===== config.mk =====
export PLATFORM = sky130hd
export DESIGN_NAME = i2c_start_gen
export DESIGN_NICKNAME = d
export VERILOG_FILES = /design/src/verilog/start_gen_pkg.sv /design/src/verilog/i2c_start_gen.sv
export SDC_FILE = /design/constraint.sdc
export NUM_CORES = 1
export LEC_CHECK = 0
export BUFFER_PORTS_ARGS = -buffer_cell sky130_fd_sc_hd__buf_2
export CORE_UTILIZATION = 25
export DETAILED_ROUTE_END_ITERATION = 7
export SLEW_MARGIN = 10
export SYNTH_ARGS = -nofsm -noshare
export SYNTH_HDL_FRONTEND = slang
export SYNTH_SLANG_ARGS = --single-unit

===== constraint.sdc =====
create_clock -name SYS_CLK_I -period 4.1 [get_ports SYS_CLK_I]
set_input_delay 0.205 -clock SYS_CLK_I [delete_from_list [all_inputs] [get_ports SYS_CLK_I]]
set_output_delay 0.205 -clock SYS_CLK_I [all_outputs]
set_load 0.05 [all_outputs]

===== src/verilog/start_gen_pkg.sv =====
// Package with register map, field positions and types of the I2C start generator.
package start_gen_pkg;

	// Register byte offsets on the APB bus.
	localparam logic [7:0] CTRL2_OFFS  = 8'h00;
	localparam logic [7:0] STATUS_OFFS = 8'h04;
	localparam logic [7:0] RELOAD_OFFS = 8'h08;
	localparam logic [7:0] BUFFER_OFFS = 8'h0C;
	localparam logic [7:0] IRQ_OFFS    = 8'h10;
	localparam logic [7:0] MASK_OFFS   = 8'h14;

	// Field positions.
	localparam int START_REQ_BIT  = 0;
	localparam int START_SEEN_BIT = 3;
	localparam int CTRL2_LOW_W    = 5;
	localparam int RELOAD_W       = 7;
	localparam int IRQ_BCOL_BIT   = 0;
	localparam int IRQ_WRITE_COLLISION_FLAG_BIT   = 1;
	localparam int IRQ_DONE_BIT   = 2;
	localparam int IRQ_W          = 3;

	// Reset values.
	localparam logic [7:0]        CTRL2_RST  = 8'h00;
	localparam logic [7:0]        STATUS_RST = 8'h00;
	localparam logic [RELOAD_W-1:0] RELOAD_RST = 7'h00;
	localparam logic [7:0]        BUFFER_RST = 8'h00;
	localparam logic [IRQ_W-1:0]  IRQ_RST    = 3'h0;

	typedef enum logic [3:0]
	{
		ST_IDLE  = 4'b0001,
		ST_SETUP = 4'b0010,
		ST_HOLD  = 4'b0100,
		ST_DONE  = 4'b1000
	} start_state_e;

	typedef struct packed
	{
		logic [31:0] prdata;
		logic        pready;
		logic        pslverr;
	} apb_resp_s;

	typedef struct packed
	{
		start_state_e          state;
		logic [RELOAD_W-1:0]   count;
		logic [7:0]            ctrl2;
		logic [7:0]            status;
		logic [RELOAD_W-1:0]   reload;
		logic [7:0]            buffer;
		logic [IRQ_W-1:0]      irq;
		logic [IRQ_W-1:0]      mask;
		logic                  sda_low;
		logic [1:0]            scl_sync;
		logic [1:0]            sda_sync;
		apb_resp_s             resp;
	} start_gen_s;

endpackage : start_gen_pkg


===== src/verilog/i2c_start_gen.sv =====
// I2C master start condition generator with APB register access.
`timescale 1ns/1ps

// The block owns only the Start phase of a master transfer. It watches the
// resolved SCL and SDA levels through two flip-flops each. It pulls SDA low
// through an open-drain output to make the Start. It reports the result
// through sticky interrupt bits that software clears by writing ones.

// Function
// - Setting the start request bit begins a Start.
// - With SDA and SCL high, load counter from reload field and count.
// - At first timeout with both lines high, drive SDA low.
// - Pulling SDA low with SCL high sets start-seen status bit.
// - After SDA low, reload counter from the reload field again.
// - Second timeout clears start request, stops counter, SDA stays low.
// - Collision: both lines low at start, SCL low before SDA driven, or SDA low at first timeout.
// - Collision sets bus collision flag, aborts Start, returns to idle.
// - Buffer write during Start sets write collision, buffer unchanged.
// - Low five control bits ignore writes until Start completes.
module i2c_start_gen
(
	// Clock and reset
	input  wire logic        SYS_CLK_I,
	input  wire logic        RST_N_I,
	// APB slave
	input  wire logic        PSEL_I,
	input  wire logic        PENABLE_I,
	input  wire logic        PWRITE_I,
	input  wire logic [7:0]  PADDR_I,
	input  wire logic [31:0] PWDATA_I,
	output logic      [31:0] PRDATA_O,
	output logic             PREADY_O,
	output logic             PSLVERR_O,
	// I2C pins, open drain
	input  wire logic        SCL_I,
	input  wire logic        SDA_I,
	output logic             SDA_O,
	output logic             SDA_OE_O,
	// Interrupt
	output logic             IRQ_O
);

	// All state lives in one packed struct. The combinational process below
	// builds the next copy, and one clocked process registers it. The APB
	// answer, the synchronisers and the Start sequencer therefore share one
	// reset and one clock edge, and no field can be left unassigned on a path.
	start_gen_pkg::start_gen_s st_reg;
	start_gen_pkg::start_gen_s st_next;

	logic scl_s;
	logic sda_s;
	logic wr_acc;
	logic rd_acc;
	logic timeout;

	assign scl_s   = st_reg.scl_sync[1];
	assign sda_s   = st_reg.sda_sync[1];
	assign wr_acc  = PSEL_I & PENABLE_I & PWRITE_I;
	assign rd_acc  = PSEL_I & PENABLE_I & ~PWRITE_I;
	// The rate counter counts down and holds at zero. Zero is the terminal
	// count, so one rate period lasts the reload value plus one clock.
	// The sequencer reloads the counter when it enters each timed phase, so
	// a stale zero from an earlier phase cannot end the next phase early.
	assign timeout = (st_reg.count == '0);

	always_comb
	begin
		logic                              busy;
		logic [start_gen_pkg::IRQ_W-1:0]   ev;
		logic                              mapped;
		busy   = (st_reg.state == start_gen_pkg::ST_SETUP) ||
		         (st_reg.state == start_gen_pkg::ST_HOLD);
		ev     = '0;
		mapped = 1'b1;
		st_next = st_reg;
		st_next.scl_sync = {st_reg.scl_sync[0], SCL_I};
		st_next.sda_sync = {st_reg.sda_sync[0], SDA_I};
		st_next.resp.pready  = 1'b0;
		st_next.resp.pslverr = 1'b0;
		st_next.resp.prdata  = '0;

		if (st_reg.count != '0)
		begin
			st_next.count = st_reg.count - 1'b1;
		end

		// Register access; the one-cycle answer follows the setup phase.
		// The setup cycle is decoded here, and the answer is registered so
		// that PREADY_O, PRDATA_O and PSLVERR_O all come from flip-flops.
		// Every access therefore has exactly one access cycle and no wait
		// state. An unmapped address answers with an error and zero data.
		if (PSEL_I & ~PENABLE_I)
		begin
			st_next.resp.pready = 1'b1;
			if (PADDR_I == start_gen_pkg::CTRL2_OFFS)
			begin
				st_next.resp.prdata = {24'h00_0000, st_reg.ctrl2};
			end
			else if (PADDR_I == start_gen_pkg::STATUS_OFFS)
			begin
				st_next.resp.prdata = {24'h00_0000, st_reg.status};
			end
			else if (PADDR_I == start_gen_pkg::RELOAD_OFFS)
			begin
				st_next.resp.prdata = {25'h000_0000, st_reg.reload};
			end
			else if (PADDR_I == start_gen_pkg::BUFFER_OFFS)
			begin
				st_next.resp.prdata = {24'h00_0000, st_reg.buffer};
			end
			else if (PADDR_I == start_gen_pkg::IRQ_OFFS)
			begin
				st_next.resp.prdata = {29'h0000_0000, st_reg.irq};
			end
			else if (PADDR_I == start_gen_pkg::MASK_OFFS)
			begin
				st_next.resp.prdata = {29'h0000_0000, st_reg.mask};
			end
			else
			begin
				mapped = 1'b0;
			end
			st_next.resp.pslverr = ~mapped;
		end

		// A write lands only at the edge that ends the access phase, where
		// the registered ready is high together with psel and penable.
		// Writes to unmapped addresses fall through every branch and are lost.
		if (wr_acc & st_reg.resp.pready)
		begin
			if (PADDR_I == start_gen_pkg::CTRL2_OFFS)
			begin
				// The upper control bits stay writable while a Start runs.
				// The low bits are frozen so that no second bus event can be
				// queued behind the Start in progress.
				st_next.ctrl2[7:start_gen_pkg::CTRL2_LOW_W] =
					PWDATA_I[7:start_gen_pkg::CTRL2_LOW_W];
				if (!busy)
				begin
					st_next.ctrl2[start_gen_pkg::CTRL2_LOW_W-1:0] =
						PWDATA_I[start_gen_pkg::CTRL2_LOW_W-1:0];
				end
			end
			else if (PADDR_I == start_gen_pkg::RELOAD_OFFS)
			begin
				st_next.reload = PWDATA_I[start_gen_pkg::RELOAD_W-1:0];
			end
			else if (PADDR_I == start_gen_pkg::BUFFER_OFFS)
			begin
				// A buffer write during a Start is refused and flagged; the
				// buffer keeps its old contents so no byte is half sent.
				if (busy)
				begin
					ev[start_gen_pkg::IRQ_WRITE_COLLISION_FLAG_BIT] = 1'b1;
				end
				else
				begin
					st_next.buffer = PWDATA_I[7:0];
				end
			end
			else if (PADDR_I == start_gen_pkg::STATUS_OFFS)
			begin
				st_next.status[start_gen_pkg::START_SEEN_BIT] = 1'b0;
			end
			else if (PADDR_I == start_gen_pkg::IRQ_OFFS)
			begin
				st_next.irq = st_reg.irq & ~PWDATA_I[start_gen_pkg::IRQ_W-1:0];
			end
			else if (PADDR_I == start_gen_pkg::MASK_OFFS)
			begin
				st_next.mask = PWDATA_I[start_gen_pkg::IRQ_W-1:0];
			end
		end

		// Start sequencer. IDLE waits for a request and free lines. SETUP
		// times the first rate period with SDA released and watches SCL for
		// a collision. HOLD times the second rate period with SDA pulled low.
		// DONE keeps SDA low until software asks for a new Start.
		// Every collision path clears the request bit and lands in IDLE, so
		// software sees the request bit fall on both success and abort.
		case (st_reg.state)
			start_gen_pkg::ST_IDLE:
			begin
				// A request seen with only one line low is left waiting,
				// since another master may still be finishing its own cycle.
				st_next.sda_low = 1'b0;
				if (st_reg.ctrl2[start_gen_pkg::START_REQ_BIT])
				begin
					if (scl_s & sda_s)
					begin
						st_next.count = st_reg.reload;
						st_next.state = start_gen_pkg::ST_SETUP;
					end
					else if (~scl_s & ~sda_s)
					begin
						ev[start_gen_pkg::IRQ_BCOL_BIT] = 1'b1;
						st_next.ctrl2[start_gen_pkg::START_REQ_BIT] = 1'b0;
					end
				end
			end
			start_gen_pkg::ST_SETUP:
			begin
				// SCL low before SDA is pulled means another master owns the
				// clock; SDA low at the timeout means it owns the data line.
				if (~scl_s)
				begin
					ev[start_gen_pkg::IRQ_BCOL_BIT] = 1'b1;
					st_next.ctrl2[start_gen_pkg::START_REQ_BIT] = 1'b0;
					st_next.state = start_gen_pkg::ST_IDLE;
				end
				else if (timeout & sda_s)
				begin
					st_next.sda_low = 1'b1;
					st_next.status[start_gen_pkg::START_SEEN_BIT] = 1'b1;
					st_next.count = st_reg.reload;
					st_next.state = start_gen_pkg::ST_HOLD;
				end
				else if (timeout)
				begin
					ev[start_gen_pkg::IRQ_BCOL_BIT] = 1'b1;
					st_next.ctrl2[start_gen_pkg::START_REQ_BIT] = 1'b0;
					st_next.state = start_gen_pkg::ST_IDLE;
				end
			end
			start_gen_pkg::ST_HOLD:
			begin
				// SDA is already low here, so no collision is checked; the
				// counter only times how long SDA is held before SCL may fall.
				if (timeout)
				begin
					st_next.ctrl2[start_gen_pkg::START_REQ_BIT] = 1'b0;
					ev[start_gen_pkg::IRQ_DONE_BIT] = 1'b1;
					st_next.state = start_gen_pkg::ST_DONE;
				end
			end
			start_gen_pkg::ST_DONE:
			begin
				// SDA stays low; a fresh request leaves the held bus.
				if (st_reg.ctrl2[start_gen_pkg::START_REQ_BIT])
				begin
					st_next.sda_low = 1'b0;
					st_next.state   = start_gen_pkg::ST_IDLE;
				end
			end
			default:
			begin
				st_next.state = start_gen_pkg::ST_IDLE;
			end
		endcase

		// Hardware set wins over a software clear in the same cycle.
		st_next.irq = st_next.irq | ev;
	end

	// Synchronous reset. The synchronisers reset to the released level of
	// the bus so that a Start requested just after reset is not taken for a
	// collision before real line levels have passed both flip-flops.
	always_ff @(posedge SYS_CLK_I)
	begin
		if (!RST_N_I)
		begin
			st_reg          <= '0;
			st_reg.state    <= start_gen_pkg::ST_IDLE;
			st_reg.ctrl2    <= start_gen_pkg::CTRL2_RST;
			st_reg.status   <= start_gen_pkg::STATUS_RST;
			st_reg.reload   <= start_gen_pkg::RELOAD_RST;
			st_reg.buffer   <= start_gen_pkg::BUFFER_RST;
			st_reg.irq      <= start_gen_pkg::IRQ_RST;
			st_reg.mask     <= start_gen_pkg::IRQ_RST;
			st_reg.scl_sync <= 2'b11;
			st_reg.sda_sync <= 2'b11;
		end
		else
		begin
			st_reg <= st_next;
		end
	end

	// Outputs. SDA is open drain: the data output is always low and the
	// enable decides whether the line is pulled. The interrupt is a level
	// that stands while any unmasked sticky bit is set.
	assign PRDATA_O  = st_reg.resp.prdata;
	assign PREADY_O  = st_reg.resp.pready;
	assign PSLVERR_O = st_reg.resp.pslverr;
	assign SDA_O     = 1'b0;
	assign SDA_OE_O  = st_reg.sda_low;
	assign IRQ_O     = |(st_reg.irq & st_reg.mask);

endmodule : i2c_start_gen


Yosys cells after proc, flatten, opt, wreduce, memory -nomap -nowiden
Index checks and enable logic that the tools add are counted.

Logic and storage cells: 141. Bits of input ports: 47. Register bits: 80.

Reduce and logical (&&, ||, !) cells: 15. Add/subtract/negate cells: 1. Bitwise gates (word level): 23. Mux-type cells: 69. Equality and inequality tests: 16.

Operators by type and width (count): two-way mux 1 bit (39); two-way mux 8 bit (4); two-way mux 6 bit (5); two-way mux 11 bit (2); two-way mux 7 bit (3); two-way mux 4 bit (5); equality test 8 x 4 -> 1 bit, second input constant (2); equality test 8 x 5 -> 1 bit, second input constant (2); case mux 4 bit (4 select lines) (1); two-way mux 3 bit (5); case mux 7 bit (2 select lines) (1); inverter 1 bit (12); != test 2 bit, second input constant (5); AND reduction 5 bit (2); equality test 8 x 3 -> 1 bit, second input constant (1); zero test 8 bit (1); bitwise AND 1 bit (7); zero test 7 bit (1); AND reduction 7 bit (1); nonzero test 7 bit (1); OR reduction 7 bit (1); subtractor 7 x 1 -> 7 bit, second input constant (1); bitwise AND 3 bit (2); case mux 1 bit (3 select lines) (2); other kinds (16) (18).

Depth between registers and ports, before layout
Depth after elaboration: 10. Mapped depth: 6.

Worst setup path before layout
No wires, ideal clock.

Kind: flip-flop to flip-flop. Start point: register st_reg (netlist bit PREADY_O). End point: register st_reg[50] (netlist bit). Cell stages (with the launch flop): 6. Arrival: 1.968 ns. Required time: 3.968 ns. Path buffers: 1. Setup slack: 2.000 ns. Period minus slack after synthesis: 2.100 ns. Cell sequence: dfxtp_1 nand4_1 or4_1 buf_2 o21ai_1 a21oi_1.

Longest elaborated chain between the ends: 2.

RTL lines: start, declared (line i2c_start_gen.sv:47) `start_gen_pkg::start_gen_s st_reg;`; start signal, assigned (line i2c_start_gen.sv:275) `st_reg <= st_next;`; bitwise AND 1 bit (line i2c_start_gen.sv:129) `if (wr_acc & st_reg.resp.pready)`; AND reduction 5 bit (no line).

No other way between the ends. A chain may end at the register's enable or synchronous reset.

Final worst setup path
Start point: register st_reg[76] (netlist bit). End point: register st_reg[79] (netlist bit).

Longest elaborated chain between the ends: 5. Elaborated cells between the ends (all ways): 10. Those cells by class: 1 x add/sub; 6 x mux; 1 x bitwise; 2 x reduce/logical.

RTL lines: subtractor 7 x 1 -> 7 bit, or another cell as far along (line i2c_start_gen.sv:84) `st_next.count = st_reg.count - 1'b1;`; two-way mux 7 bit / bitwise AND 1 bit (equally long branches) (line i2c_start_gen.sv:82, i2c_start_gen.sv:211); two-way mux 7 bit / two-way mux 11 bit (equally long branches) (line i2c_start_gen.sv:211, i2c_start_gen.sv:189); two-way mux 7 bit / two-way mux 11 bit (equally long branches) (line i2c_start_gen.sv:205, i2c_start_gen.sv:187); case mux 7 bit (2 select lines) * (line i2c_start_gen.sv:181) `case (st_reg.state)`.

Mark *: on every way between the ends. The rest lies on a longest branch, timed or not. The select of a mux whose other input is x is not followed.

==> summary.md <==
| Metric | Value |
|---|---|
| Status | `finished with violations` |
| Failing checks | `DRC` |
| FF+latch count, synth | `56` |
| Max-slew violation count | `0` |
| Final setup vio count | `0` |
| H-tree depth | `2` |
| Pin count of the biggest net entering global routing | `30` |
| Clock sink count | `56` |
| Inst Count DP | `498` |
| Final #Nets | `411` |
| Crit path max fanout | `8` |
| Hold Path Cell Cnt | `2` |
| Top_reg_cell synth | `dfxtp_1` |
| EDFF count, synth | `0` |
| Final period util | `55.3%` |
| Min Tclk post-route | `around 2300 ps` |
| Fin cells | `about 510` |
| # diodes | `0` |
| Global Route Usage Sum | `11.2%` |
| Clock latency on the worst-skew pair | `300 ps` |
| First-pass GRT wire length | `11,500 um` |
| Clk root buf | `clkbuf_16` |
| Core Box Area | `approximately 12,000 um2` |
| Relative slew slack | `between 20% and 30%` |
| Most frequent cells in the layout | `dfxtp_1, buf_2, nand2_1, conb_1, nor2_1` |
| Critical Path Max Stage Delay | `750 ps` |
| Mapped cell area | `3040 um2` |
| Setup Fix Bufs, Post-CTS | `0` |
| Remaining DRCs | `4` |
| Critical Path Source Type | `register` |
| Final Core Density | `28.4%` |
| Leakage Power | `approximately 1.2 nW` |
| Required time of the critical path | `4320 ps` |
| Post-route setup TNS | `0 ps` |
| RSZ-0062 raised after global routing | `no` |
| Vias in the first global route | `2,350` |
| DR vias | `2,421` |
| Clk slew on worst S/H paths | `80 ps` |
| Yosys warning count | `0` |
| Max_cap viols | `0` |
| Total wire length | `6860 um` |
| Hold Fails Final Rpt | `0` |
| Worst slew pin tran | `roughly 1100 ps` |
| Placer Congestion | `0.813` |
| Reg2reg end | `st_reg[79]$_SDFF_PN0_` |
| Syn Area/Cell | `8.76 um2` |
| Area Overhead vs Synth | `8.36%` |
| Share of cells above drive strength 1 | `roughly 15%` |
| Antenna violations before repair | `0` |
| Total CTS buffers | `5` |
| Die W | `approximately 110 um` |
| WL per Instance | `13.6 um` |
| Post_cts resized | `0` |
| Post-Route Skew | `roughly 7.3 ps` |
| I/O Buffers | `34` |
| Starting Density | `26.2%` |
| Async S/R FF share, synth | `0%` |
| Post-route ant nets | `0` |
| Reg2reg setup slack | `1830 ps` |
| Iteration-0 DRC Markers | `approximately 160` |
| CTS Hold Bufs | `0` |
| R2R cell count | `6` |
| Crit path cell chain | `inv_1 -> ha_1 -> nor2b_1 -> nand2_1 -> a2111oi_4 -> mux2i_1` |
| Power, Total | `1.37 mW` |
| Critical path class | `register to register` |
| Worst min path class | `primary input to register` |
| Total gr overflow | `0` |
| Cells after synthesis | `around 350` |
| Synth cell types | `60` |
| Num rows | `39` |
| Vias per inst | `4.78` |
| Crit path DAT | `around 2500 ps` |
| Hold Path End | `st_next[35]$_SDFF_PN1_` |
| Critical Path End Type | `register` |
| Fmax | `441 MHz` |
| Slowest CP cell | `a2111oi_4` |
| RR Startpoint | `st_reg[76]$_SDFF_PN0_` |
| Worst vdd ir | `approximately 0.18 mV` |
| DRT Pass-1 Iters | `8` |
| Chip height | `112 um` |
| Die area | `12,600 um2` |
| Seq/Total Area, Yosys | `36.9%` |
| Clk buf depth | `2` |
| Boundary pin count | `84` |
| HP Start | `SDA_I` |
| Most common cell after layout, fill and taps aside | `dfxtp_1` |
| P per Cell Area | `roughly 420 nW/um2` |
| CTS tree | `done` |
| Dpl hpwl | `approximately 5000 um` |
| Max FFs per register | `a little over 40` |
==> through the flow <==
step / hold WS, ps / area [um2] / setup slack [ps]
CTS: 105 / 3290 / 1820
finish: 101 / 3290 / 1830
detailed placement: 401 / 3140 / 1880
floorplan: 306 / 3130 / 2000
global placement: 390 / 3140 / 1970
global route: 116 / 3290 / 1650
==> worst max-delay path by stage <==
stage / start / end
3_3_place_gp: st_reg[76]$_SDFF_PN0_ / st_reg[80]$_SDFF_PN0_
3_5_place_dp: st_reg[76]$_SDFF_PN0_ / st_reg[80]$_SDFF_PN0_
4_1_cts: st_reg[76]$_SDFF_PN0_ / st_reg[80]$_SDFF_PN0_
2_1_floorplan: PREADY_O$_SDFF_PN0_ / st_reg[50]$_SDFFE_PN0P_
5_1_grt: st_reg[76]$_SDFF_PN0_ / st_reg[80]$_SDFF_PN0_
6_report: st_reg[76]$_SDFF_PN0_ / st_reg[79]$_SDFF_PN0_
==> cell usage after synthesis, drive strengths merged (4+ instances only) <==
cell / instances / area [um2]
nand2b: 6 / 37.5
o21ai: 24 / 120
dfxtp: 56 / 1120
a21oi: 22 / 110
nand3: 19 / 95.1
nor4b: 4 / 56.3
o21a: 8 / 60.1
nor3: 9 / 45.0
clkbuf: 12 / 50.1
nor2: 25 / 96.4
nand2: 27 / 101
mux2i: 22 / 220
buf: 37 / 277
a31oi: 8 / 50.1
nor2b: 4 / 25.0
inv: 9 / 33.8
nor4: 8 / 110
or4: 5 / 41.3
==> kinds of logic (layout without fill, tap and decap cells) <==
kind of cell | after synthesis | in the layout | share of synthesized area, %
other cells | 1 | 25 | 0.123
simple gates | 124 | 124 | 24.3
mux | 23 | 23 | 7.99
fa+ha+maj | 2 | 2 | 0.823
flops | 56 | 56 | 36.9
buf+inv | 59 | 51 | 12.3
compound gates | 80 | 80 | 17.0
xor+xnor | 2 | 2 | 0.576
==> critical path, delay by kind of cell (launching register included) <==
family,cells,cell delay [ps]
fa+ha+maj,1,200
buf+inv,1,110
simple gates,2,510
compound gates,1,750
mux,1,280
flops,1,340
==> routing by layer <==
metal | share of wire (%) | GRT usage (%) | vias up
met1 | 47 | 14.4 | 1136
met2 | 49 | 18.9 | 57
li1 | - | - | 1224
met3 | 4.1 | 2.43 | 4
met5 | 0 | 0 | -
met4 | 0.60 | 2.93 | 0
==> area by class of cell <==
class | count | area, um2
multi-input cells | 256 | 1640
flip-flops and latches | 56 | 1120
well taps | 143 | 179
fillers | 1259 | 8320
repair buffers | 34 | 170
clock inverters | 3 | 28.8
inverters | 9 | 33.8
clock buffers | 5 | 125
==> power breakdown <==
group	total (mW)	switching [mW]	internal, mW
Sequential	0.606	0.0342	0.572
Combinational	0.312	0.207	0.104
Clock	0.456	0.219	0.236
Power figures use the tool's default switching activity.
